`src/design/link_cycle_pkg.sv`:
```
package link_cycle_pkg;
  localparam logic [7:0] LINK_CTRL_OFFSET = 8'h04;
  localparam logic [7:0] CYCLE_TIMER_OFFSET = 8'h10;
  localparam logic [31:0] LINK_CTRL_RESET = 32'h00000000;
  localparam logic [31:0] CYCLE_TIMER_RESET = 32'h00000000;
  localparam int LAST_ACK_BIT = 30;
  localparam int PHY_LINK_RESET_BIT = 18;
  localparam int STRICT_ISO_BIT = 12;
  localparam int GEN_EN_BIT = 11;
  localparam int EXT_SELECT_BIT = 10;
  localparam int OFFSET_EN_BIT = 9;
  localparam int TX_IDLE_BIT = 6;
  localparam int ROOT_BIT = 5;
  localparam int BUSY_PHASE_BIT = 4;
  localparam int OFFSET_LSB = 0;
  localparam int OFFSET_W = 12;
  localparam int COUNT_LSB = 12;
  localparam int COUNT_W = 13;
  localparam int SECONDS_LSB = 25;
  localparam int SECONDS_W = 7;
  localparam logic [11:0] OFFSET_LAST = 12'hbff;
  localparam logic [12:0] COUNT_LAST = 13'h1f3f;
endpackage

```
`src/design/cycle_timer.sv`:
```
`timescale 1ns/10ps
`default_nettype none
module cycle_timer
  import link_cycle_pkg::*;
(
  input wire logic clk,
  input wire logic arst_n,
  input wire logic count_en,
  input wire logic ext_select,
  input wire logic ext_edge,
  input wire logic load,
  input wire logic [31:0] load_data,
  output logic [31:0] value,
  output logic count_inc
);
  logic [31:0] next_value;
  logic [OFFSET_W-1:0] offset;
  logic [COUNT_W-1:0] count;
  logic [SECONDS_W-1:0] seconds;
  logic bump;

  assign offset = value[OFFSET_LSB +: OFFSET_W];
  assign count = value[COUNT_LSB +: COUNT_W];
  assign seconds = value[SECONDS_LSB +: SECONDS_W];

  // With counting off the timer is a plain host register for firmware tests.
  always_comb begin
    next_value = value;
    bump = 1'b0;
    if (load && !count_en) begin
      next_value = load_data;
    end else if (count_en) begin
      if (ext_select) begin
        next_value[OFFSET_LSB +: OFFSET_W] = offset + 12'h001;
        if (ext_edge) begin
          next_value[OFFSET_LSB +: OFFSET_W] = '0;
          bump = 1'b1;
        end
      end else if (offset == OFFSET_LAST) begin
        next_value[OFFSET_LSB +: OFFSET_W] = '0;
        bump = 1'b1;
      end else begin
        next_value[OFFSET_LSB +: OFFSET_W] = offset + 12'h001;
      end
      if (bump) begin
        if (count == COUNT_LAST) begin
          next_value[COUNT_LSB +: COUNT_W] = '0;
          next_value[SECONDS_LSB +: SECONDS_W] = seconds + 7'h01;
        end else begin
          next_value[COUNT_LSB +: COUNT_W] = count + 13'h0001;
        end
      end
    end
  end

  always_ff @(posedge clk or negedge arst_n) begin
    if (!arst_n) begin
      value <= CYCLE_TIMER_RESET;
      count_inc <= 1'b0;
    end else begin
      value <= next_value;
      count_inc <= bump;
    end
  end
endmodule
`default_nettype wire

```
`src/design/link_cycle_control.sv`:
```
`timescale 1ns/10ps
`default_nettype none
// Function
// - Interface reset bit clears itself when done.
// - Strict bit rejects isochronous packets outside cycles.
// - Generator plus root sends start per count.
// - Cycle timeout disables generator; software rearms it.
// - External select: input edge bumps count, clears offset.
// - Otherwise count bumps on offset rollover.
// - Offset counts when enabled; else timer plain.
// - Status bit six shows transmitter idle.
// - Status bit five shows root after self-ID.
// - Status bit four shows next busy phase.
// - Bit thirty holds last async transmit ack.
module link_cycle_control
  import link_cycle_pkg::*;
(
  input wire logic MCLK,
  input wire logic ARST_N,
  input wire logic HOST_WR,
  input wire logic HOST_RD,
  input wire logic [7:0] HOST_ADDR,
  input wire logic [31:0] HOST_WDATA,
  output logic [31:0] HOST_RDATA,
  input wire logic EXTERNAL_CYCLE_INPUT,
  input wire logic CYCLE_TIMEOUT,
  input wire logic TRANSMITTER_IDLE,
  input wire logic ROOT_NODE,
  input wire logic SELF_ID_DONE,
  input wire logic NEXT_BUSY_PHASE,
  input wire logic ASYNC_ACK_VALID,
  input wire logic ASYNC_ACK,
  input wire logic ISO_PKT_VALID,
  input wire logic ISO_IN_WINDOW,
  output logic ISO_PKT_ACCEPT,
  output logic CYCLE_START_REQ,
  output logic PHY_LINK_RESET,
  input wire logic PHY_LINK_RESET_DONE
);
  ////////////////////////////////////////////////////////////////////////////
  logic strict_iso;
  logic gen_en;
  logic ext_select;
  logic offset_en;
  logic if_reset;
  logic next_strict_iso;
  logic next_gen_en;
  logic next_ext_select;
  logic next_offset_en;
  logic next_if_reset;

  logic root;
  logic last_ack;
  logic next_root;
  logic next_last_ack;

  logic ext_prev;
  logic next_ext_prev;
  logic ext_edge;
  logic next_start_req;

  logic ctrl_wr;
  logic timer_wr;
  logic reset_req;
  logic rd_ctrl;
  logic rd_timer;
  logic [31:0] ctrl_image;
  logic [31:0] next_rdata;
  logic [31:0] timer_value;
  logic count_inc;

  ////////////////////////////////////////////////////////////////////////////
  // One offset compare serves both the write and the read decode.
  function automatic logic hit(input logic [7:0] addr, input logic [7:0] off);
    hit = (addr == off);
  endfunction

  assign ctrl_wr = HOST_WR && hit(HOST_ADDR, LINK_CTRL_OFFSET);
  assign timer_wr = HOST_WR && hit(HOST_ADDR, CYCLE_TIMER_OFFSET);
  assign reset_req = ctrl_wr && HOST_WDATA[PHY_LINK_RESET_BIT];
  assign rd_ctrl = HOST_RD && hit(HOST_ADDR, LINK_CTRL_OFFSET);
  assign rd_timer = HOST_RD && hit(HOST_ADDR, CYCLE_TIMER_OFFSET);

  ////////////////////////////////////////////////////////////////////////////
  // Host loads reach the timer only while its counting is off.
  assign ext_edge = EXTERNAL_CYCLE_INPUT && !ext_prev;

  cycle_timer u_timer (
    .clk(MCLK),
    .arst_n(ARST_N),
    .count_en(offset_en),
    .ext_select(ext_select),
    .ext_edge(ext_edge),
    .load(timer_wr),
    .load_data(HOST_WDATA),
    .value(timer_value),
    .count_inc(count_inc)
  );

  ////////////////////////////////////////////////////////////////////////////
  // Packets outside the cycle window pass only with strict filtering off.
  assign ISO_PKT_ACCEPT = ISO_PKT_VALID
    && (!strict_iso || ISO_IN_WINDOW);
  assign PHY_LINK_RESET = if_reset;

  ////////////////////////////////////////////////////////////////////////////
  // Host-written control bits.
  always_comb begin
    next_strict_iso = strict_iso;
    next_gen_en = gen_en;
    next_ext_select = ext_select;
    next_offset_en = offset_en;
    next_if_reset = if_reset;
    if (ctrl_wr) begin
      next_strict_iso = HOST_WDATA[STRICT_ISO_BIT];
      next_gen_en = HOST_WDATA[GEN_EN_BIT];
      next_ext_select = HOST_WDATA[EXT_SELECT_BIT];
      next_offset_en = HOST_WDATA[OFFSET_EN_BIT];
    end
    if (reset_req) begin
      next_if_reset = 1'b1;
    end
    // A timeout wins over a same-cycle write so a stalled master stays off.
    if (CYCLE_TIMEOUT) begin
      next_gen_en = 1'b0;
    end
    if (if_reset && PHY_LINK_RESET_DONE) begin
      next_if_reset = 1'b0;
    end
  end

  always_ff @(posedge MCLK or negedge ARST_N) begin
    if (!ARST_N) begin
      strict_iso <= LINK_CTRL_RESET[STRICT_ISO_BIT];
      gen_en <= LINK_CTRL_RESET[GEN_EN_BIT];
      ext_select <= LINK_CTRL_RESET[EXT_SELECT_BIT];
      offset_en <= LINK_CTRL_RESET[OFFSET_EN_BIT];
      if_reset <= LINK_CTRL_RESET[PHY_LINK_RESET_BIT];
    end else begin
      strict_iso <= next_strict_iso;
      gen_en <= next_gen_en;
      ext_select <= next_ext_select;
      offset_en <= next_offset_en;
      if_reset <= next_if_reset;
    end
  end

  ////////////////////////////////////////////////////////////////////////////
  // Status captured from the link core.
  always_comb begin
    next_root = root;
    next_last_ack = last_ack;
    if (SELF_ID_DONE) begin
      next_root = ROOT_NODE;
    end
    if (ASYNC_ACK_VALID) begin
      next_last_ack = ASYNC_ACK;
    end
  end

  always_ff @(posedge MCLK or negedge ARST_N) begin
    if (!ARST_N) begin
      root <= LINK_CTRL_RESET[ROOT_BIT];
      last_ack <= LINK_CTRL_RESET[LAST_ACK_BIT];
    end else begin
      root <= next_root;
      last_ack <= next_last_ack;
    end
  end

  ////////////////////////////////////////////////////////////////////////////
  // The edge memory clears at reset; counting is off then, so no false edge.
  always_comb begin
    next_ext_prev = EXTERNAL_CYCLE_INPUT;
    next_start_req = gen_en && root && count_inc;
  end

  always_ff @(posedge MCLK or negedge ARST_N) begin
    if (!ARST_N) begin
      ext_prev <= 1'b0;
      CYCLE_START_REQ <= 1'b0;
    end else begin
      ext_prev <= next_ext_prev;
      CYCLE_START_REQ <= next_start_req;
    end
  end

  ////////////////////////////////////////////////////////////////////////////
  // Image of the control word; bits outside this block read as zero.
  always_comb begin
    ctrl_image = '0;
    ctrl_image[LAST_ACK_BIT] = last_ack;
    ctrl_image[PHY_LINK_RESET_BIT] = if_reset;
    ctrl_image[STRICT_ISO_BIT] = strict_iso;
    ctrl_image[GEN_EN_BIT] = gen_en;
    ctrl_image[EXT_SELECT_BIT] = ext_select;
    ctrl_image[OFFSET_EN_BIT] = offset_en;
    ctrl_image[TX_IDLE_BIT] = TRANSMITTER_IDLE;
    ctrl_image[ROOT_BIT] = root;
    ctrl_image[BUSY_PHASE_BIT] = NEXT_BUSY_PHASE;
  end

  ////////////////////////////////////////////////////////////////////////////
  // Read data is registered; unmapped offsets read as zero.
  always_comb begin
    next_rdata = HOST_RDATA;
    if (rd_ctrl) begin
      next_rdata = ctrl_image;
    end else if (rd_timer) begin
      next_rdata = timer_value;
    end else if (HOST_RD) begin
      next_rdata = '0;
    end
  end

  always_ff @(posedge MCLK or negedge ARST_N) begin
    if (!ARST_N) begin
      HOST_RDATA <= '0;
    end else begin
      HOST_RDATA <= next_rdata;
    end
  end
endmodule
`default_nettype wire

```
`config.mk`:
```
export PLATFORM = sky130hd
export DESIGN_NAME = link_cycle_control
export DESIGN_NICKNAME = d
export VERILOG_FILES = /design/src/design/link_cycle_pkg.sv /design/src/design/cycle_timer.sv /design/src/design/link_cycle_control.sv
export SDC_FILE = /design/constraint.sdc
export NUM_CORES = 1
export LEC_CHECK = 0
export BUFFER_PORTS_ARGS = -buffer_cell sky130_fd_sc_hd__buf_2
export CORE_ASPECT_RATIO = 0.7
export CORE_MARGIN = 10
export CORE_UTILIZATION = 36
export CTS_CLUSTER_SIZE = 10
export DETAILED_ROUTE_END_ITERATION = 12
export SLEW_MARGIN = 10
export SYNTH_ARGS = -nofsm -noshare
export SYNTH_HDL_FRONTEND = slang
export SYNTH_HIERARCHICAL = 1
export SYNTH_SLANG_ARGS = --single-unit
```
`constraint.sdc`:
```
create_clock -name MCLK -period 2.35 [get_ports MCLK]
set_input_delay 0.235 -clock MCLK [delete_from_list [all_inputs] [get_ports MCLK]]
set_output_delay 0.235 -clock MCLK [all_outputs]
set_load 0.01 [all_outputs]
```
==> results.json, run 1 <==
{
  "critPathBufInv": 0,
  "fin_area_um2": 4810,
  "viasPerCell": 5.59,
  "cts_root_buf": "clkbuf_16",
  "cts_buffer_depth": 2,
  "finalHoldViolCount": 0,
  "arrival_ns": 2.37,
  "yosysWarnings": 6,
  "crit_chain": "ha_1 > nand3_1 > or4_4 > o21ai_2 > o22ai_1 > a221o_1",
  "grt_max_degree": 75,
  "cpMaxStageDelayCell": "or4_4",
  "p_leak_nw": 2.29,
  "cts_tree": "built",
  "firstDrtPassIters": 5,
  "syn_nets": 436,
  "finClkSkew_ns": 0.00602,
  "grt_overflow_total": 0,
  "nNetsFinal": 535,
  "wire_per_inst_um": 19.0,
  "place_congestion": 0.892,
  "place_area_um2": 4490,
  "synth_cell_types": 62,
  "syn_inst": 378,
  "synthDominantCellAreaShare_pct": 47.8,
  "grt_pass1_wl_mm": 19.1,
  "netlist_area_um2": 3870,
  "synthArstFlopShare_pct": 100,
  "cts_buffers": 9,
  "grt_util_all_layers_pct": 15.6,
  "synth-main-ff-cell": "dfrtp_1",
  "setup_viol": 0,
  "slew_headroom_pct": 36.8,
  "pwr-share-seq_pct": 42.1,
  "power.total_w": 0.00343,
  "synth.avg_cell_area_um2": 10.2,
  "rsz0062_at_grt": "false",
  "switching_power_w": 0.000934,
  "clkPwrFrac_pct": 43.1,
  "layout_setup_ws_ns": 0.203,
  "cp_slowest_stage_delay_ns": 0.64,
  "wl_mm": 11.7,
  "hold_ws_ns": 0.0127,
  "min_period_over_period_pct": 91.4,
  "powerDensity_nw_per_um2": 714,
  "worstSkewPairLatency_ns": 0.34,
  "worst-setup-path-type": "register to register",
  "io_pins": 90,
  "cap_violations": 0,
  "ant_nets": 0,
  "seq_area_frac_synth_pct": 47.8,
  "tightest_slew_ns": 0.949,
  "antenna_found_initial": 1,
  "die_w_um": 144,
  "grt_pass1_vias": 3513,
  "clk_pin_slew_ns": 0.06,
  "end_kind": "register",
  "dp_hpwl_mm": 8.42,
  "yosys.area.top_type": "dfrtp_1",
  "drcViolationCount": 0,
  "die_h_um": 107,
  "dr_total_vias": 3435,
  "comb_power_share_pct": 14.8,
  "vdd_ir_drop_max_uv": 338,
  "synth_edf_count": 0,
  "dp_slack_ns": 0.162,
  "internal-power_w": 0.00250,
  "cp_max_fo": 7,
  "final_max_slew_viol_count": 0,
  "clkSinkCount": 74,
  "synth_area_leaders": "dfrtp_1, a22o_1, nand4_1",
  "dieArea_um2": 15400,
  "start_kind": "register",
  "numPortBuffers": 89,
  "synth.ff_latch_count": 74,
  "synth_common_cells": "dfrtp_1, nand2_1, nand4_1, a22o_1, nand3_1",
  "min_period_ns": 2.15,
  "setup_tns_ns": 0,
  "areaGrowthSynthToFinish_pct": 24.3,
  "crit_required_ns": 2.57,
  "core_um2": 10400,
  "dr.first_iter.drc_count": 259,
  "p_sw_share_pct": 27.2,
  "yosysMostFrequentCell": "dfrtp_1",
  "rows": 31,
  "fmax_ghz": 0.466,
  "start_util_pct": 37.1,
  "outcome": "finished, final reports clean",
  "min_path_type": "primary input to register",
  "drive_above_1_share_pct": 30.5,
  "antenna_cells": 0,
  "num-fill-cells": 999,
  "cpLargestDelayFamily": "simple AND/OR/NAND/NOR gates",
  "cts_max_level": 3
}
## cell type report
cell class	instances	area [um2]	area share (%)
clock buffer	10	229	4.76
clock inverter	6	91.3	1.90
inverter	14	52.6	1.09
multi-input combinational	268	1820	37.8
sequential	74	1850	38.5
tap	132	165	3.43
timing repair buffer	110	606	12.6
## final timing paths
check                                               from                             to  slack [ns]  depth (start not counted)
max                        u_timer/value[12]$_DFFE_PN0P_  u_timer/value[24]$_DFFE_PN0P_        0.20                          6
min                                 EXTERNAL_CYCLE_INPUT             ext_prev$_DFF_PN0_        0.01                          1
max reg2reg                u_timer/value[12]$_DFFE_PN0P_  u_timer/value[24]$_DFFE_PN0P_        0.20                          6
min reg2reg                   HOST_RDATA[10]$_DFFE_PN0P_     HOST_RDATA[10]$_DFFE_PN0P_        0.49                          2
max in group asynchronous                         ARST_N               root$_DFFE_PN0P_        1.69                          1
min in group asynchronous                         ARST_N      HOST_RDATA[3]$_DFFE_PN0P_        0.05                          1
## cells in the final DEF, fill, tap and decap left out, types with 5 or more instances in the layout
cell type,n
a22oi_1,5
dfrtp_1,74
buf_2,88
nand3_1,21
nand4_1,27
mux2_2,7
nor2_1,18
xnor2_1,5
a22o_1,24
o21ai_0,13
a21oi_1,17
and3_1,7
inv_1,14
nand2_1,34
nor2b_1,6
mux2i_1,8
nand3b_1,5
clkbuf_16,9
buf_4,22
## power by group through the flow
stage / clock, W / combinational (W) / sequential, W
2_1_floorplan: 0 / 0.000305 / 0.00144
3_3_place_gp: 0 / 0.000485 / 0.00146
3_5_place_dp: 0 / 0.000491 / 0.00147
4_1_cts: 0.00152 / 0.000502 / 0.00144
5_1_grt: 0.00157 / 0.000564 / 0.00146
6_report: 0.00148 / 0.000508 / 0.00145
## metrics by stage
stage	util (%)	cells
after floorplan	-	378
after global routing	46.1	614
after global placement	43.0	598
after CTS	46.1	614
after detailed placement	43.0	598
final	46.1	614
## repair_timing
item / in CTS / in global routing
endpoints found under the setup margin: 0 / 2
buffers inserted: 0 / 0
hold buffers: 0 / 0
gates resized for setup: 0 / 1
## state kept, by name (all words and copies together), names as in the netlist
name,count
last_ack,1
ext_prev,1
u_timer/count_inc,1
HOST_RDATA,32
PHY_LINK_RESET,1
ext_select,1
CYCLE_START_REQ,1
root,1
gen_en,1
u_timer/value,32
offset_en,1
strict_iso,1
## cells by family after synthesis
logic type	after synthesis	synth area share [%]
compound gates	96	19.0
xor+xnor	6	1.36
mux	15	4.10
fa+ha+maj	3	0.970
buf+inv	36	5.30
flops	74	47.8
simple gates	148	21.5
## metal layers
layer	global-route usage, %	routed length, um	vias to the layer above
met1	23.3	5990	1639
met2	20.1	4510	145
met4	4.29	102	2
met3	5.60	1050	9
met5	0	17	-
li1	-	-	1640
Power figures use the tool's default switching activity.
==> run 2: changes to the inputs <==
--- a/config.mk
+++ b/config.mk
@@ -8,9 +8,11 @@
 export BUFFER_PORTS_ARGS = -buffer_cell sky130_fd_sc_hd__buf_2
 export CORE_ASPECT_RATIO = 0.7
 export CORE_MARGIN = 10
-export CORE_UTILIZATION = 36
+export CORE_UTILIZATION = 54
 export CTS_CLUSTER_SIZE = 10
 export DETAILED_ROUTE_END_ITERATION = 12
+export PLACE_DENSITY = 0.8
+export RECOVER_POWER = 100
 export SLEW_MARGIN = 10
 export SYNTH_ARGS = -nofsm -noshare
 export SYNTH_HDL_FRONTEND = slang
==> results.json, run 2 (synthesis results as in run 1) <==
{
  "outcome": "finished with violations",
  "violations": "max-capacitance violations, max-slew violations",
  "areaGrowthSynthToFinish_pct": 18.5,
  "cts_tree": "built",
  "die_h_um": 90.8,
  "dieArea_um2": 11000,
  "p_sw_share_pct": 28.7,
  "wire_per_inst_um": 19.6,
  "finalHoldViolCount": 0,
  "layout_commonest_cell": "dfrtp_1",
  "cts_buffer_depth": 2,
  "antenna_found_initial": 0,
  "num-fill-cells": 587,
  "rr_startpoint": "u_timer/value[12]$_DFFE_PN0P_",
  "crit_chain": "ha_1 > nand3_1 > or4_4 > a2111oi_1 > xnor2_1 > a21oi_1",
  "ant_nets": 0,
  "antenna_cells": 0,
  "utilization_pct": 67.0,
  "drive_above_1_share_pct": 21.8,
  "vdd_ir_drop_max_uv": 328,
  "dr.first_iter.drc_count": 478,
  "cts_max_level": 3,
  "fmax_ghz": 0.444,
  "start_kind": "register",
  "final_cell_mix": "dfrtp_1, buf_2, clkbuf_1, nand2_1, nand4_1",
  "grt_pass1_vias": 3603,
  "pwr-share-seq_pct": 47.3,
  "wl_mm": 11.4,
  "finClkSkew_ns": 0.00723,
  "grt_util_all_layers_pct": 20.3,
  "rsz0062_at_grt": "false",
  "cp_max_fo": 6,
  "die_w_um": 121,
  "worst-setup-path-type": "register to register",
  "min_path_cells": 2,
  "clkSinkCount": 74,
  "p_leak_nw": 2.08,
  "comb_power_share_pct": 15.7,
  "dp_hpwl_mm": 8.35,
  "rows": 25,
  "min_path_type": "primary input to register",
  "start_util_pct": 56.5,
  "drcViolationCount": 0,
  "cp_slowest_stage_delay_ns": 0.63,
  "clkPwrFrac_pct": 37.0,
  "min-delay-start": "PHY_LINK_RESET_DONE",
  "min_period_ns": 2.25,
  "top_regs": "HOST_RDATA: 32 flops, u_timer/value: 32 flops",
  "min_period_over_period_pct": 95.9,
  "cpMaxStageDelayCell": "or4_4",
  "grt_pass1_wl_mm": 18.2,
  "grt_max_degree": 48,
  "core_um2": 6850,
  "arrival_ns": 2.49,
  "reg2reg_slack_ns": 0.1,
  "cts_buffers": 9,
  "switching_power_w": 0.000883,
  "final_max_slew_viol_count": 27,
  "powerDensity_nw_per_um2": 670,
  "r2r_end": "u_timer/value[29]$_DFFE_PN0P_",
  "io_pins": 90,
  "cap_violations": 1,
  "tightest_slew_ns": 1.51,
  "worstSkewPairLatency_ns": 0.35,
  "firstDrtPassIters": 5,
  "crit_required_ns": 2.59,
  "cts_root_buf": "clkbuf_8",
  "end_kind": "register",
  "r2r.worst_path.cells": 6,
  "slew_headroom_pct": -0.434,
  "place_congestion": 0.942,
  "internal-power_w": 0.00219,
  "setup_tns_ns": 0,
  "viasPerCell": 6.19,
  "clk_pin_slew_ns": 0.08,
  "setup_viol": 0,
  "min_to": "PHY_LINK_RESET$_DFFE_PN0P_",
  "grt_overflow_total": 0,
  "numPortBuffers": 89,
  "nNetsFinal": 539,
  "dr_total_vias": 3591
}
## run 2: cell types whose count changed in the layout (fill, tap and decap cells not counted), sizes merged
cell / previous run / this run
clkbuf: 10 / 54
buf: 110 / 68
dlygate4sd3: 0 / 2
clkinv: 4 / 3
clkinvlp: 0 / 1
## run 2: metrics by stage
| step | hold slack (ns) | instance area [um2] | worst slack, ns | cells | power, W |
|---|---|---|---|---|---|
| after global placement | 0.269 | 4450 | 0.262 | 561 | 0.00193 |
| final | 0.0644 | 4590 | 0.0973 | 580 | 0.00307 |
| after detailed placement | 0.278 | 4450 | 0.0955 | 561 | 0.00195 |
| after global routing | 0.0556 | 4590 | 0.0101 | 580 | 0.00320 |
| after CTS | 0.0518 | 4690 | 0.0551 | 579 | 0.00308 |
| after floorplan | -0.0606 | 3870 | 0.331 | 378 | 0.00175 |
## run 2: layer usage
metal	track usage, %	vias to the layer above	part of all wire, %
li1	-	1646	-
met1	27.9	1754	47
met2	29.1	184	43
met3	7.62	7	9.9
met4	5.25	0	0.58
met5	0	-	0
## run 2: layout make-up
| type | instances | area, um2 | area share, % |
|---|---|---|---|
| multi-input combinational | 268 | 1770 | 38.6 |
| tap | 94 | 118 | 2.56 |
| clock buffer | 10 | 138 | 3.00 |
| timing repair buffer | 114 | 567 | 12.4 |
| inverter | 14 | 52.6 | 1.15 |
| sequential | 74 | 1850 | 40.4 |
| clock inverter | 6 | 90.1 | 1.96 |
## run 2: power by group through the flow
stage	logic, W	registers, W	clock network [W]
2_1_floorplan	0.000305	0.00144	0
3_3_place_gp	0.000460	0.00147	0
3_5_place_dp	0.000475	0.00148	0
4_1_cts	0.000481	0.00145	0.00115
5_1_grt	0.000528	0.00147	0.00121
6_report	0.000482	0.00145	0.00114
## run 2: worst max path at each step
stage                                       start                             to  depth (start not counted)
global route         u_timer/value[0]$_DFFE_PN0P_  u_timer/value[23]$_DFFE_PN0P_                          7
global placement     u_timer/value[1]$_DFFE_PN0P_  u_timer/value[22]$_DFFE_PN0P_                          6
CTS                  u_timer/value[0]$_DFFE_PN0P_  u_timer/value[22]$_DFFE_PN0P_                          6
finish              u_timer/value[12]$_DFFE_PN0P_  u_timer/value[29]$_DFFE_PN0P_                          6
floorplan           u_timer/value[12]$_DFFE_PN0P_  u_timer/value[29]$_DFFE_PN0P_                          7
detailed placement   u_timer/value[0]$_DFFE_PN0P_  u_timer/value[22]$_DFFE_PN0P_                          6
## run 2: timing repair
action	CTS	global route
buffers inserted	0	1
resized for setup	0	2
hold buffers	2	0
endpoints found under the hold margin	28	0
setup endpoints to repair	0	6
## run 2: worst max-delay path: cells and delay by family, from the launching register on
family / cells / cell delay, ns
flops: 1 / 0.41
xor+xnor: 1 / 0.17
simple gates: 2 / 0.79
fa+ha+maj: 1 / 0.21
compound gates: 2 / 0.56
